## config.mk

```make
export PLATFORM = sky130hd
export DESIGN_NAME = tel_core
export DESIGN_NICKNAME = d
export VERILOG_FILES = /design/src/tel_pkg.sv /design/src/tel_sd_chk.sv /design/src/tel_led.sv /design/src/tel_core.sv
export SDC_FILE = /design/constraint.sdc
export NUM_CORES = 2
export LEC_CHECK = 0
export BUFFER_PORTS_ARGS = -buffer_cell sky130_fd_sc_hd__clkbuf_2
export CAP_MARGIN = 20
export CORE_MARGIN = 2
export CORE_UTILIZATION = 33
export CTS_BUF_LIST = sky130_fd_sc_hd__clkbuf_16
export CTS_CLUSTER_DIAMETER = 60
export CTS_CLUSTER_SIZE = 16
export DETAILED_ROUTE_END_ITERATION = 10
export PLACE_DENSITY = 0.6
export SLEW_MARGIN = 30
export SYNTH_ARGS = -nofsm -noshare
export SYNTH_HDL_FRONTEND = slang
export SYNTH_HIERARCHICAL = 1
export SYNTH_SLANG_ARGS = --single-unit
```

## constraint.sdc

```tcl
create_clock -name i_sys_clk -period 29.4 [get_ports i_sys_clk]
set_input_delay 2.94 -clock i_sys_clk [delete_from_list [all_inputs] [get_ports i_sys_clk]]
set_output_delay 2.94 -clock i_sys_clk [all_outputs]
set_load 0.01 [all_outputs]
```

## src/tel_pkg.sv

```systemverilog
package tel_pkg;
  // clock and timing
  localparam int CLK_MHZ        = 25;
  localparam int ANA_OFF_US     = 30000;
  localparam int DIG_RST_US     = 125000;
  localparam int LED_WIDTH_US   = 31250;
  localparam int ANA_OFF_CYC    = ANA_OFF_US * CLK_MHZ;
  localparam int DIG_RST_CYC    = DIG_RST_US * CLK_MHZ;
  localparam int LED_WIDTH_CYC  = LED_WIDTH_US * CLK_MHZ;
  localparam int START_W        = 22;
  localparam int LED_W          = 20;
  // stuck bitstream observation window (clock / 128)
  localparam int STUCK_WIN_CYC  = 128;
  // phase compensation: one step of 0.038 deg at 50 Hz is 2111 ns
  localparam int PHASE_STEP_NS  = 2111;
  localparam int PHASE_STEP_CYC = (PHASE_STEP_NS * CLK_MHZ) / 1000;
  localparam int PHASE_MAX      = 15;
  localparam int PH_LEN         = PHASE_MAX * PHASE_STEP_CYC;
  localparam int PH_IDX_W       = 10;
  // measurement tick divider per clock band
  localparam logic [4:0] MEAS_DIV_LO = 5'h08;
  localparam logic [4:0] MEAS_DIV_HI = 5'h10;
  // tamper multiplex, in line periods
  localparam logic [5:0] SW_NORMAL  = 6'h20;
  localparam logic [5:0] SW_PRI_DOM = 6'h3C;
  localparam logic [5:0] SW_SEC_DOM = 6'h04;
  localparam logic [5:0] CMP_SPAN   = 6'h04;
  localparam logic [2:0] TAMPER_THRESHOLD_SELECT_LAST  = 3'h3;
  localparam int TAMPER_THRESHOLD_SELECT_SH_WIDE   = 4;
  localparam int TAMPER_THRESHOLD_SELECT_SH_NARROW = 5;
  localparam int E_W            = 24;
  localparam int ACC_W          = E_W + 3;
  // low-rate led dividers for divider settings 0..3
  localparam logic [8:0] LED_DIV [4] = '{9'h040, 9'h080, 9'h020, 9'h100};
  typedef enum logic {TS_NORMAL, TS_TAMPER} tel_tstate_t;
endpackage : tel_pkg

```

## src/tel_sd_chk.sv

```systemverilog
`timescale 1ns/10ps
module tel_sd_chk import tel_pkg::*; (
  input  wire logic i_sys_clk,
  input  wire logic i_rst,
  input  wire logic i_clr,
  input  wire logic i_sd,
  output logic      o_sd,
  output logic      o_stuck
);
  logic       s1, s2, s3, idle;
  logic [7:0] cnt, next_cnt;
  logic       next_stuck, next_sd;

  // run-length check; a stuck stream is replaced by a zero-mean 1010 pattern
  // until the raw stream moves again (comparing with the idle pattern would
  // release a stuck stream on every other cycle)
  always_comb begin
    next_cnt   = cnt;
    next_stuck = o_stuck;
    if (i_clr) begin
      next_cnt   = 8'h00;
      next_stuck = 1'h0;
    end else if (s2 != s3) begin
      next_cnt   = 8'h00; //RULE1
      next_stuck = 1'h0;
    end else if (cnt == 8'(STUCK_WIN_CYC - 1)) begin
      next_stuck = 1'h1; //RULE1
    end else begin
      next_cnt = cnt + 8'h01;
    end
    next_sd = next_stuck ? ~idle : s2; //RULE2
  end

  // synchroniser and state registers
  always_ff @(posedge i_sys_clk or posedge i_rst) begin
    if (i_rst) begin
      s1      <= 1'h0;
      s2      <= 1'h0;
      s3      <= 1'h0;
      idle    <= 1'h0;
      cnt     <= 8'h00;
      o_stuck <= 1'h0;
      o_sd    <= 1'h0;
    end else begin
      s1      <= i_sd;
      s2      <= s1;
      s3      <= s2;
      idle    <= ~idle;
      cnt     <= next_cnt;
      o_stuck <= next_stuck;
      o_sd    <= next_sd;
    end
  end
endmodule : tel_sd_chk

```

## src/tel_led.sv

```systemverilog
`timescale 1ns/10ps
module tel_led import tel_pkg::*; #(
  parameter int WIDTH_CYC = LED_WIDTH_CYC
) (
  input  wire logic       i_sys_clk,
  input  wire logic       i_rst,
  input  wire logic       i_clr,
  input  wire logic       i_hold,
  input  wire logic       i_pulse,
  input  wire logic       i_low_rate,
  input  wire logic [1:0] i_div_sel,
  output logic            o_led
);
  logic             tog, next_tog, next_led;
  logic [8:0]       div_cnt, next_div_cnt;
  logic [LED_W-1:0] wid, next_wid;

  // square wave at full rate, or divided fixed-width pulses at low rate
  always_comb begin
    next_tog     = tog;
    next_div_cnt = div_cnt;
    next_wid     = wid;
    if (i_clr || i_hold) begin
      next_tog     = 1'h0;
      next_div_cnt = 9'h000;
      next_wid     = '0;
    end else if (!i_low_rate) begin
      if (i_pulse) next_tog = ~tog; //RULE18
      next_wid = '0;
    end else begin
      if (wid != '0) next_wid = wid - LED_W'(1);
      if (i_pulse) begin
        if (div_cnt >= LED_DIV[i_div_sel] - 9'h001) begin //RULE19
          next_div_cnt = 9'h000;
          next_wid     = LED_W'(WIDTH_CYC); //RULE20
        end else begin
          next_div_cnt = div_cnt + 9'h001;
        end
      end
    end
    next_led = i_low_rate ? (next_wid != '0) : next_tog;
  end

  // registers
  always_ff @(posedge i_sys_clk or posedge i_rst) begin
    if (i_rst) begin
      tog     <= 1'h0;
      div_cnt <= 9'h000;
      wid     <= '0;
      o_led   <= 1'h0;
    end else begin
      tog     <= next_tog;
      div_cnt <= next_div_cnt;
      wid     <= next_wid;
      o_led   <= next_led;
    end
  end
endmodule : tel_led

```

## src/tel_core.sv

```systemverilog
// How it works
// RULE1: every sigma-delta stream is watched for a 128-cycle constant run
// RULE2: a stuck stream is replaced by an idle zero-value pattern
// RULE3: pin levels of both stepper outputs and led are compared with drive
// RULE4: after reset, normal state, channels alternate 32:32 line periods
// RULE5: sample A is four primary periods, B the next four secondary
// RULE6: tamper criterion is difference above 12.5% or 6.25% of average
// RULE7: tamper entered after four consecutive true criterion results
// RULE8: tamper ratio is 60:4 or 4:60 towards the higher channel
// RULE9: in tamper no averaging; gap keeps higher channel for energy
// RULE10: opposite-sign energies force tamper, higher power channel used
// RULE11: single wire mode compares apparent energy instead of active
// RULE12: tamper flag drives the shared pin low
// RULE13: bad period, stuck stream or no load force normal and disable
// RULE14: voltage stream delayed by setting times 0.038 degree step
// RULE15: analog held off 30 ms and digital held reset 125 ms
// RULE16: reset clears every module including configuration shadows
// RULE17: clock band select sets the internal measurement divider
// RULE18: full rate led is a 50% square wave from energy pulses
// RULE19: low rate led divides by 64, 128, 32 or 256
// RULE20: low rate led pulses are 31.25 ms wide
// RULE21: no load suspends integration and disables tamper
// RULE22: frequency range error suspends power and holds outputs low
// RULE23: stuck stream or pin mismatch suspends integration while present
// RULE24: multiplex starts on primary with tamper pin released
`timescale 1ns/10ps
module tel_core import tel_pkg::*; #(
  parameter int ANA_OFF_CYCLES = ANA_OFF_CYC,
  parameter int DIG_RST_CYCLES = DIG_RST_CYC,
  parameter int LED_CYCLES     = LED_WIDTH_CYC
) (
  input  wire logic                i_sys_clk,
  input  wire logic                i_rst,
  input  wire logic                i_sd_volt,
  input  wire logic                i_sd_cur_pri,
  input  wire logic                i_sd_cur_sec,
  input  wire logic                i_line_tick,
  input  wire logic signed [E_W-1:0] i_pri_active,
  input  wire logic signed [E_W-1:0] i_sec_active,
  input  wire logic signed [E_W-1:0] i_pri_apparent,
  input  wire logic signed [E_W-1:0] i_sec_apparent,
  input  wire logic                i_single_wire,
  input  wire logic                i_tamper_threshold_select,
  input  wire logic [3:0]          i_phase_comp_setting,
  input  wire logic                i_clock_range_select,
  input  wire logic                i_low_rate_led_select,
  input  wire logic [1:0]          i_pulse_divider_select,
  input  wire logic                i_active_energy_pulse,
  input  wire logic                i_no_load_flag,
  input  wire logic                i_line_freq_range_error,
  input  wire logic                i_stepper_pos_int,
  input  wire logic                i_stepper_neg_int,
  input  wire logic                i_stepper_drive_pos_pin,
  input  wire logic                i_stepper_drive_neg_pin,
  input  wire logic                i_led_pin,
  input  wire logic                i_data_tamper_shared_pin,
  output logic                     o_data_tamper_shared_pin,
  output logic                     o_data_tamper_shared_pin_oe,
  output logic                     o_stepper_drive_pos,
  output logic                     o_stepper_drive_neg,
  output logic                     o_led,
  output logic                     o_sd_volt,
  output logic                     o_sd_cur_pri,
  output logic                     o_sd_cur_sec,
  output logic [2:0]               o_stuck_err,
  output logic                     o_pin_err,
  output logic                     o_integrate_en,
  output logic                     o_energy_sel_sec,
  output logic                     o_tamper,
  output logic                     o_meas_tick,
  output logic                     o_analog_on,
  output logic                     o_digital_run
);
  //////////////////////////////////////////////////////////////////////////////
  // start-up sequencing and configuration shadows
  logic [START_W-1:0] start_cnt, next_start_cnt;
  logic               next_analog_on, next_run;
  logic               cfg_thr, cfg_range, cfg_low, cfg_swm;
  logic [3:0]         cfg_ph;
  logic [1:0]         cfg_div;
  logic               clr;

  assign clr = !o_digital_run;

  // count from reset release; analog on first, digital later
  always_comb begin
    next_start_cnt = start_cnt;
    if (start_cnt != START_W'(DIG_RST_CYCLES)) next_start_cnt = start_cnt + START_W'(1);
    next_analog_on = next_start_cnt >= START_W'(ANA_OFF_CYCLES); //RULE15
    next_run       = next_start_cnt == START_W'(DIG_RST_CYCLES); //RULE15
  end

  // shadows stay cleared while the digital part is held in reset
  always_ff @(posedge i_sys_clk or posedge i_rst) begin
    if (i_rst) begin
      start_cnt     <= '0;
      o_analog_on   <= 1'h0;
      o_digital_run <= 1'h0;
      cfg_thr       <= 1'h0; //RULE16
      cfg_range     <= 1'h0;
      cfg_low       <= 1'h0;
      cfg_swm       <= 1'h0;
      cfg_ph        <= 4'h0;
      cfg_div       <= 2'h0;
    end else begin
      start_cnt     <= next_start_cnt;
      o_analog_on   <= next_analog_on;
      o_digital_run <= next_run;
      cfg_thr       <= clr ? 1'h0 : i_tamper_threshold_select; //RULE16
      cfg_range     <= clr ? 1'h0 : i_clock_range_select;
      cfg_low       <= clr ? 1'h0 : i_low_rate_led_select;
      cfg_swm       <= clr ? 1'h0 : i_single_wire;
      cfg_ph        <= clr ? 4'h0 : i_phase_comp_setting;
      cfg_div       <= clr ? 2'h0 : i_pulse_divider_select;
    end
  end

  //////////////////////////////////////////////////////////////////////////////
  // stuck stream checks and phase delay
  logic             volt_clean, stuck_any;
  logic [PH_LEN-1:0] ph_sh;
  logic [PH_IDX_W-1:0] ph_idx;

  tel_sd_chk u_chk_volt (.i_sys_clk(i_sys_clk), .i_rst(i_rst), .i_clr(clr), //RULE1
    .i_sd(i_sd_volt), .o_sd(volt_clean), .o_stuck(o_stuck_err[0]));
  tel_sd_chk u_chk_pri (.i_sys_clk(i_sys_clk), .i_rst(i_rst), .i_clr(clr), //RULE2
    .i_sd(i_sd_cur_pri), .o_sd(o_sd_cur_pri), .o_stuck(o_stuck_err[1]));
  tel_sd_chk u_chk_sec (.i_sys_clk(i_sys_clk), .i_rst(i_rst), .i_clr(clr),
    .i_sd(i_sd_cur_sec), .o_sd(o_sd_cur_sec), .o_stuck(o_stuck_err[2]));

  assign stuck_any = |o_stuck_err;
  assign ph_idx    = PH_IDX_W'(cfg_ph) * PH_IDX_W'(PHASE_STEP_CYC) - PH_IDX_W'(1);

  // delay line on the voltage stream, tapped per compensation step
  always_ff @(posedge i_sys_clk or posedge i_rst) begin
    if (i_rst) begin
      ph_sh     <= '0;
      o_sd_volt <= 1'h0;
    end else begin
      ph_sh     <= {ph_sh[PH_LEN-2:0], volt_clean};
      o_sd_volt <= (cfg_ph == 4'h0) ? volt_clean : ph_sh[ph_idx]; //RULE14
    end
  end

  //////////////////////////////////////////////////////////////////////////////
  // output drive, pin readback and measurement tick
  logic [2:0] rb_s1, rb_s2, drv_d1, drv_d2;
  logic       hold_step, next_pos, next_neg, next_integ, next_pin_err, led_int;
  logic [4:0] meas_cnt, next_meas_cnt;

  assign hold_step = i_line_freq_range_error | i_no_load_flag | clr;

  tel_led #(.WIDTH_CYC(LED_CYCLES)) u_led (.i_sys_clk(i_sys_clk), .i_rst(i_rst),
    .i_clr(clr), .i_hold(i_line_freq_range_error), .i_pulse(i_active_energy_pulse), //RULE22
    .i_low_rate(cfg_low), .i_div_sel(cfg_div), .o_led(led_int));

  // next values of the drive, error and tick registers
  always_comb begin
    next_pos      = i_stepper_pos_int & ~hold_step; //RULE22
    next_neg      = i_stepper_neg_int & ~hold_step;
    next_pin_err  = !clr && (rb_s2 != drv_d2); //RULE3
    next_integ    = !clr && !i_no_load_flag && !i_line_freq_range_error //RULE21
                    && !stuck_any && !o_pin_err; //RULE23
    next_meas_cnt = meas_cnt + 5'h01;
    if (next_meas_cnt >= (cfg_range ? MEAS_DIV_HI : MEAS_DIV_LO)) next_meas_cnt = 5'h00; //RULE17
  end

  // registers; readback is compared against drive delayed by sync depth
  always_ff @(posedge i_sys_clk or posedge i_rst) begin
    if (i_rst) begin
      rb_s1 <= 3'h0;
      rb_s2 <= 3'h0;
      drv_d1 <= 3'h0;
      drv_d2 <= 3'h0;
      o_stepper_drive_pos <= 1'h0;
      o_stepper_drive_neg <= 1'h0;
      o_pin_err      <= 1'h0;
      o_integrate_en <= 1'h0;
      meas_cnt       <= 5'h00;
      o_meas_tick    <= 1'h0;
    end else begin
      rb_s1 <= {i_led_pin, i_stepper_drive_neg_pin, i_stepper_drive_pos_pin};
      rb_s2 <= rb_s1;
      drv_d1 <= {o_led, o_stepper_drive_neg, o_stepper_drive_pos};
      drv_d2 <= drv_d1;
      o_stepper_drive_pos <= next_pos;
      o_stepper_drive_neg <= next_neg;
      o_pin_err      <= next_pin_err;
      o_integrate_en <= next_integ;
      meas_cnt       <= next_meas_cnt;
      o_meas_tick    <= next_meas_cnt == 5'h00;
    end
  end
  assign o_led = led_int;

  //////////////////////////////////////////////////////////////////////////////
  // tamper detector
  tel_tstate_t              tstate, next_tstate;
  logic                     dom_sec, next_dom_sec, next_sel;
  logic [5:0]               per, next_per, sw;
  logic [2:0]               tamper_threshold_select_cnt, next_tamper_threshold_select_cnt;
  logic signed [ACC_W-1:0]  acc_a, acc_b, next_acc_a, next_acc_b, fin_b;
  logic [ACC_W-1:0]         mag_a, mag_b, diff, thr;
  logic [ACC_W:0]           sum;
  logic signed [E_W-1:0]    ea, eb;
  logic                     dis, eval, opp, tamper_threshold_select;

  assign dis  = i_line_freq_range_error | stuck_any | i_no_load_flag | clr; //RULE13
  assign sw   = (tstate == TS_NORMAL) ? SW_NORMAL : (dom_sec ? SW_SEC_DOM : SW_PRI_DOM); //RULE8
  assign ea   = cfg_swm ? i_pri_apparent : i_pri_active; //RULE11
  assign eb   = cfg_swm ? i_sec_apparent : i_sec_active;
  assign eval = i_line_tick && per == sw + CMP_SPAN - 6'h01; //RULE5
  assign fin_b = acc_b + ACC_W'(eb);
  assign mag_a = acc_a[ACC_W-1] ? ACC_W'(-acc_a) : ACC_W'(acc_a);
  assign mag_b = fin_b[ACC_W-1] ? ACC_W'(-fin_b) : ACC_W'(fin_b);
  assign opp   = (acc_a[ACC_W-1] != fin_b[ACC_W-1]) && acc_a != '0 && fin_b != '0;
  assign diff  = (mag_a > mag_b) ? mag_a - mag_b : mag_b - mag_a;
  assign sum   = {1'h0, mag_a} + {1'h0, mag_b};
  assign thr   = ACC_W'(cfg_thr ? (sum >> TAMPER_THRESHOLD_SELECT_SH_NARROW) : (sum >> TAMPER_THRESHOLD_SELECT_SH_WIDE)); //RULE6
  assign tamper_threshold_select  = diff > thr;

  // sampling windows around the switch point, then state decision
  always_comb begin
    next_tstate   = tstate;
    next_dom_sec  = dom_sec;
    next_per      = per;
    next_tamper_threshold_select_cnt = tamper_threshold_select_cnt;
    next_acc_a    = acc_a;
    next_acc_b    = acc_b;
    if (dis) begin
      next_tstate   = TS_NORMAL; //RULE13
      next_dom_sec  = 1'h0;
      next_per      = 6'h00; //RULE24
      next_tamper_threshold_select_cnt = 3'h0;
      next_acc_a    = '0;
      next_acc_b    = '0;
    end else if (i_line_tick) begin
      next_per = per + 6'h01; //RULE4
      if (per >= sw - CMP_SPAN && per < sw) next_acc_a = acc_a + ACC_W'(ea);
      if (6'(per - sw) < CMP_SPAN && !eval) next_acc_b = fin_b; // first three B periods only; fin_b adds the fourth at eval
      if (eval) begin
        next_acc_a = '0;
        next_acc_b = '0;
        if (opp) begin
          next_tstate   = TS_TAMPER; //RULE10
          next_dom_sec  = mag_b > mag_a;
          next_tamper_threshold_select_cnt = 3'h0;
        end else if (tstate == TS_NORMAL) begin
          next_tamper_threshold_select_cnt = tamper_threshold_select ? tamper_threshold_select_cnt + 3'h1 : 3'h0;
          if (tamper_threshold_select && tamper_threshold_select_cnt == TAMPER_THRESHOLD_SELECT_LAST) begin
            next_tstate   = TS_TAMPER; //RULE7
            next_dom_sec  = mag_b > mag_a;
            next_tamper_threshold_select_cnt = 3'h0;
          end
        end else if (tamper_threshold_select) begin
          next_dom_sec = mag_b > mag_a; //RULE9
        end else begin
          next_tstate = TS_NORMAL;
        end
        if (next_tstate != tstate || next_dom_sec != dom_sec) next_per = 6'h00;
      end
    end
    next_sel = (next_tstate == TS_TAMPER) ? next_dom_sec : (next_per >= SW_NORMAL); //RULE9
  end

  // tamper registers; pin is open drain, pulled low while tampered
  always_ff @(posedge i_sys_clk or posedge i_rst) begin
    if (i_rst) begin
      tstate   <= TS_NORMAL; //RULE4
      dom_sec  <= 1'h0;
      per      <= 6'h00;
      tamper_threshold_select_cnt <= 3'h0;
      acc_a    <= '0;
      acc_b    <= '0;
      o_energy_sel_sec <= 1'h0;
      o_tamper <= 1'h0;
    end else begin
      tstate   <= next_tstate;
      dom_sec  <= next_dom_sec;
      per      <= next_per;
      tamper_threshold_select_cnt <= next_tamper_threshold_select_cnt;
      acc_a    <= next_acc_a;
      acc_b    <= next_acc_b;
      o_energy_sel_sec <= next_sel;
      o_tamper <= next_tstate == TS_TAMPER;
    end
  end
  assign o_data_tamper_shared_pin    = 1'h0; //RULE12
  assign o_data_tamper_shared_pin_oe = o_tamper;
endmodule : tel_core

```

==> impl_results.md <==
* Internal power at 1.957 mW
* Core box area at around 120000 sq um
* CTS resizes at 0
* Rel. slew slack at between 30 and 40%
* Post-CTS setup buffer count at 0
* Initial core utilization at approximately a third
* CP Max Fanout at 14
* R2R cell count at 36
* CP arrival at ~14 ns
* Worst flop-to-flop path endpoint: o_energy_sel_sec
* Tightest Hold Check Type: reg2reg
* GRT Util Overall at a little over an eighth
* Synth area leader: dfrtp_1
* Skew-Pair Late Insertion Delay at ~0.65 ns
* Post-synth EDFFs at 0
* Synth top cells by count: dfrtp_1, ha_1, nor2_1
* Worst R2R Start: cfg_swm
* Global-route wire length before repair at around 140 mm
* Final setup TNS at 0 ns
* Net Sw Power at ~0.62 mW
* IO Port Bufs at 136
* Hold endpoint: ph_sh[303]
* Reg2reg setup slack at approximately 17 ns
* Async S/R FF share, synth at 100.0%
* Critical Path Start Type: input pin
* Post-route cell area at 45580 sq um
* Synth unique cells at between 90 and 100
* Antenna violations before repair at 2
* Area contributors post-synth: dfrtp_1, ha_1, mux4_2
* Clk slew on worst S/H paths at roughly 0.060 ns
* Final setup vio count at 0
* Area Overhead vs Synth at 12.96%
* Final Hold Fails at 0
* MaxCap Viol Count at 0
* CTS sink count at a little under 1000
* Avg WL per Cell at 16.85 microns
* CTS Root Cell: clkbuf_16
* H-tree Lvls at 3
* Top_reg_cell synth: dfrtp_1
* Multi-input logic area at 15000 sq um
* Hold Path Stages at 0
* Syn Inst Count at 3202
* RSZ-0062 raised after global routing: false
* Row cnt at roughly 130
* Synth top area share at 60.52%
* F_max at 73.86 MHz
* TritonCTS Buffers at 85
* Min Hold Slack at approximately 0.33 ns
* CTS tree: built
* Pwr Density at approximately 56 nW/um^2
* CP required at approximately 30 ns
* Syn Nets at ~3500
* Worst setup margin at 15.86 ns
* Io pins at 139
* Net count, final at around 3700
* Placed Area at roughly 43000 sq um
* Crit. End Element: flop
* Fill count at 11590
* Total grt overflow at 0
* CTS Buffer Depth at 3
* Syn_area_per_cell at ~13 sq um
* CP max stage cell: a2111oi_0
* Routed Antenna Nets at 0
* Initial DRC count at between 1500 and 2000
* CTS hold repair buffers at 0
* Width of the die at 353.7 microns
* DPL Wire Length at around 59 mm
* Leak pwr at roughly 22 nW
* Router iterations before antenna repair at 5
* Place WS at about 15 ns
* Sequential power share at a little over half
* Final period util at a little under half
* Sw Share at around a quarter
* Sequential cell area at around 24000 sq um
* Drt total wl at ~85 mm
* Synth Register Bits at 976
* Placer congestion estimate at 0.9047
* Worst VDD drop at about 46 uV
* Ys Warns at 6
* Share of cells above drive strength 1 at between 10% and 20%
* Outcome: completed
* Final min period at about 14 ns
* Most common cell in the netlist: dfrtp_1
* Largest net degree at the start of global routing at around 170
* Worst slew pin tran at 0.8945 ns
* Vias in the first global route at about 25000
* Pins over their slew limit at 0
* Vias per Instance at slightly below 5
* Die height at about 350 microns
* CP peak stage delay at about 0.76 ns
* Critical path class: in2reg
* DR DRC count at 0
* Hold wc startpoint: ph_sh[302]
* Die ar. at 125100 sq um
* Final setup skew at roughly 0.021 ns
* Routed via count at around 24000
* Mapped Area at ~40000 sq um
* Part of the power in the clock network at 40.7%
* Post-synthesis sequential area ratio at roughly 60%
* Logic pwr share at 7.0%
routing by layer:
metal	track usage, %	wire length [microns]	up-vias
met3	2.284	3806	148
met4	4.681	2445	0
met5	0	0	-
met1	19.86	41410	12280
li1	-	-	11570
met2	20.38	37030	480
worst max path at each step:
stage	startpoint	to	slack, ns
2_1_floorplan	i_rst	acc_a[0]	1.07
3_3_place_gp	i_sec_apparent[0]	o_energy_sel_sec	15.26
3_5_place_dp	i_sec_apparent[0]	per[2]	15.32
4_1_cts	i_sec_apparent[0]	o_energy_sel_sec	15.99
5_1_grt	i_sec_active[0]	o_energy_sel_sec	15.27
6_report	i_sec_apparent[0]	o_energy_sel_sec	15.86
worst max-delay path, delay by kind of cell:
kind | cells | cell delay, ns
AOI/OAI and AO/OA | 12 | 3.95
xor gates and xnor gates | 2 | 0.49
buffers and inverters | 1 | 0.08
adders and majority gates | 4 | 1.42
and+or+nand+nor | 15 | 4.79
muxes | 2 | 0.43
final cells by class:
class	instances	area share, %
inverter	163	1.359
sequential	976	53.59
timing repair buffer	166	2.100
antenna	1	0.005490
tap	1625	4.460
multi-input combinational	1973	32.90
clock inverter	36	0.8043
clock buffer	87	4.776
power by group through the flow:
stage	Clock, mW	Combinational, mW	Sequential [mW]
after floorplan	0	0.125	1.38
after global placement	0	0.177	1.37
after detailed placement	0	0.178	1.37
after CTS	1.09	0.179	1.35
after global routing	1.14	0.202	1.35
final	1.05	0.179	1.35
registers in the layout, summed over array words and instances, names as in the netlist, 4 cells and up:
register	cells
meas_cnt	5
ph_sh	780
u_led/wid	20
cfg_ph	4
u_led/div_cnt	9
acc_b	27
acc_a	27
per	6
u_chk_volt/cnt	8
start_cnt	22
u_chk_sec/cnt	8
u_chk_pri/cnt	8
logic make-up after synthesis:
logic type      count (synthesis)  share of synthesized area [%]
compound gates                622                          10.15
other cells                     2                        0.01861
xor+xnor                      182                          3.950
mux                           149                          5.764
flops                         976                          60.52
fa+ha+maj                     220                          6.933
simple gates                  798                          10.17
buf+inv                       253                          2.496
metrics by stage:
| step | total power, mW | instances | util [%] |
|---|---|---|---|
| global route | 2.693 | 5026 | 37.50 |
| detailed placement | 1.552 | 4902 | 35.36 |
| CTS | 2.619 | 5025 | 37.45 |
| finish | 2.575 | 5027 | 37.50 |
| global placement | 1.551 | 4902 | 35.35 |
| floorplan | 1.501 | 3202 | - |
layout by cell type, fill, tap and decap left out, drive strengths merged, types with 30 or more instances in the layout:
master  instances
dfrtp         976
clkbuf        223
ha            214
nor2          206
nand2         200
inv           180
a21oi         172
o21ai         139
xnor2         117
nand3          66
xor2           65
nor3           65
mux4           61
mux2           57
o31ai          40
nand2b         32
nor2b          32
mux2i          31
buf            30
Note: power is estimated with default switching activity, not from simulation.
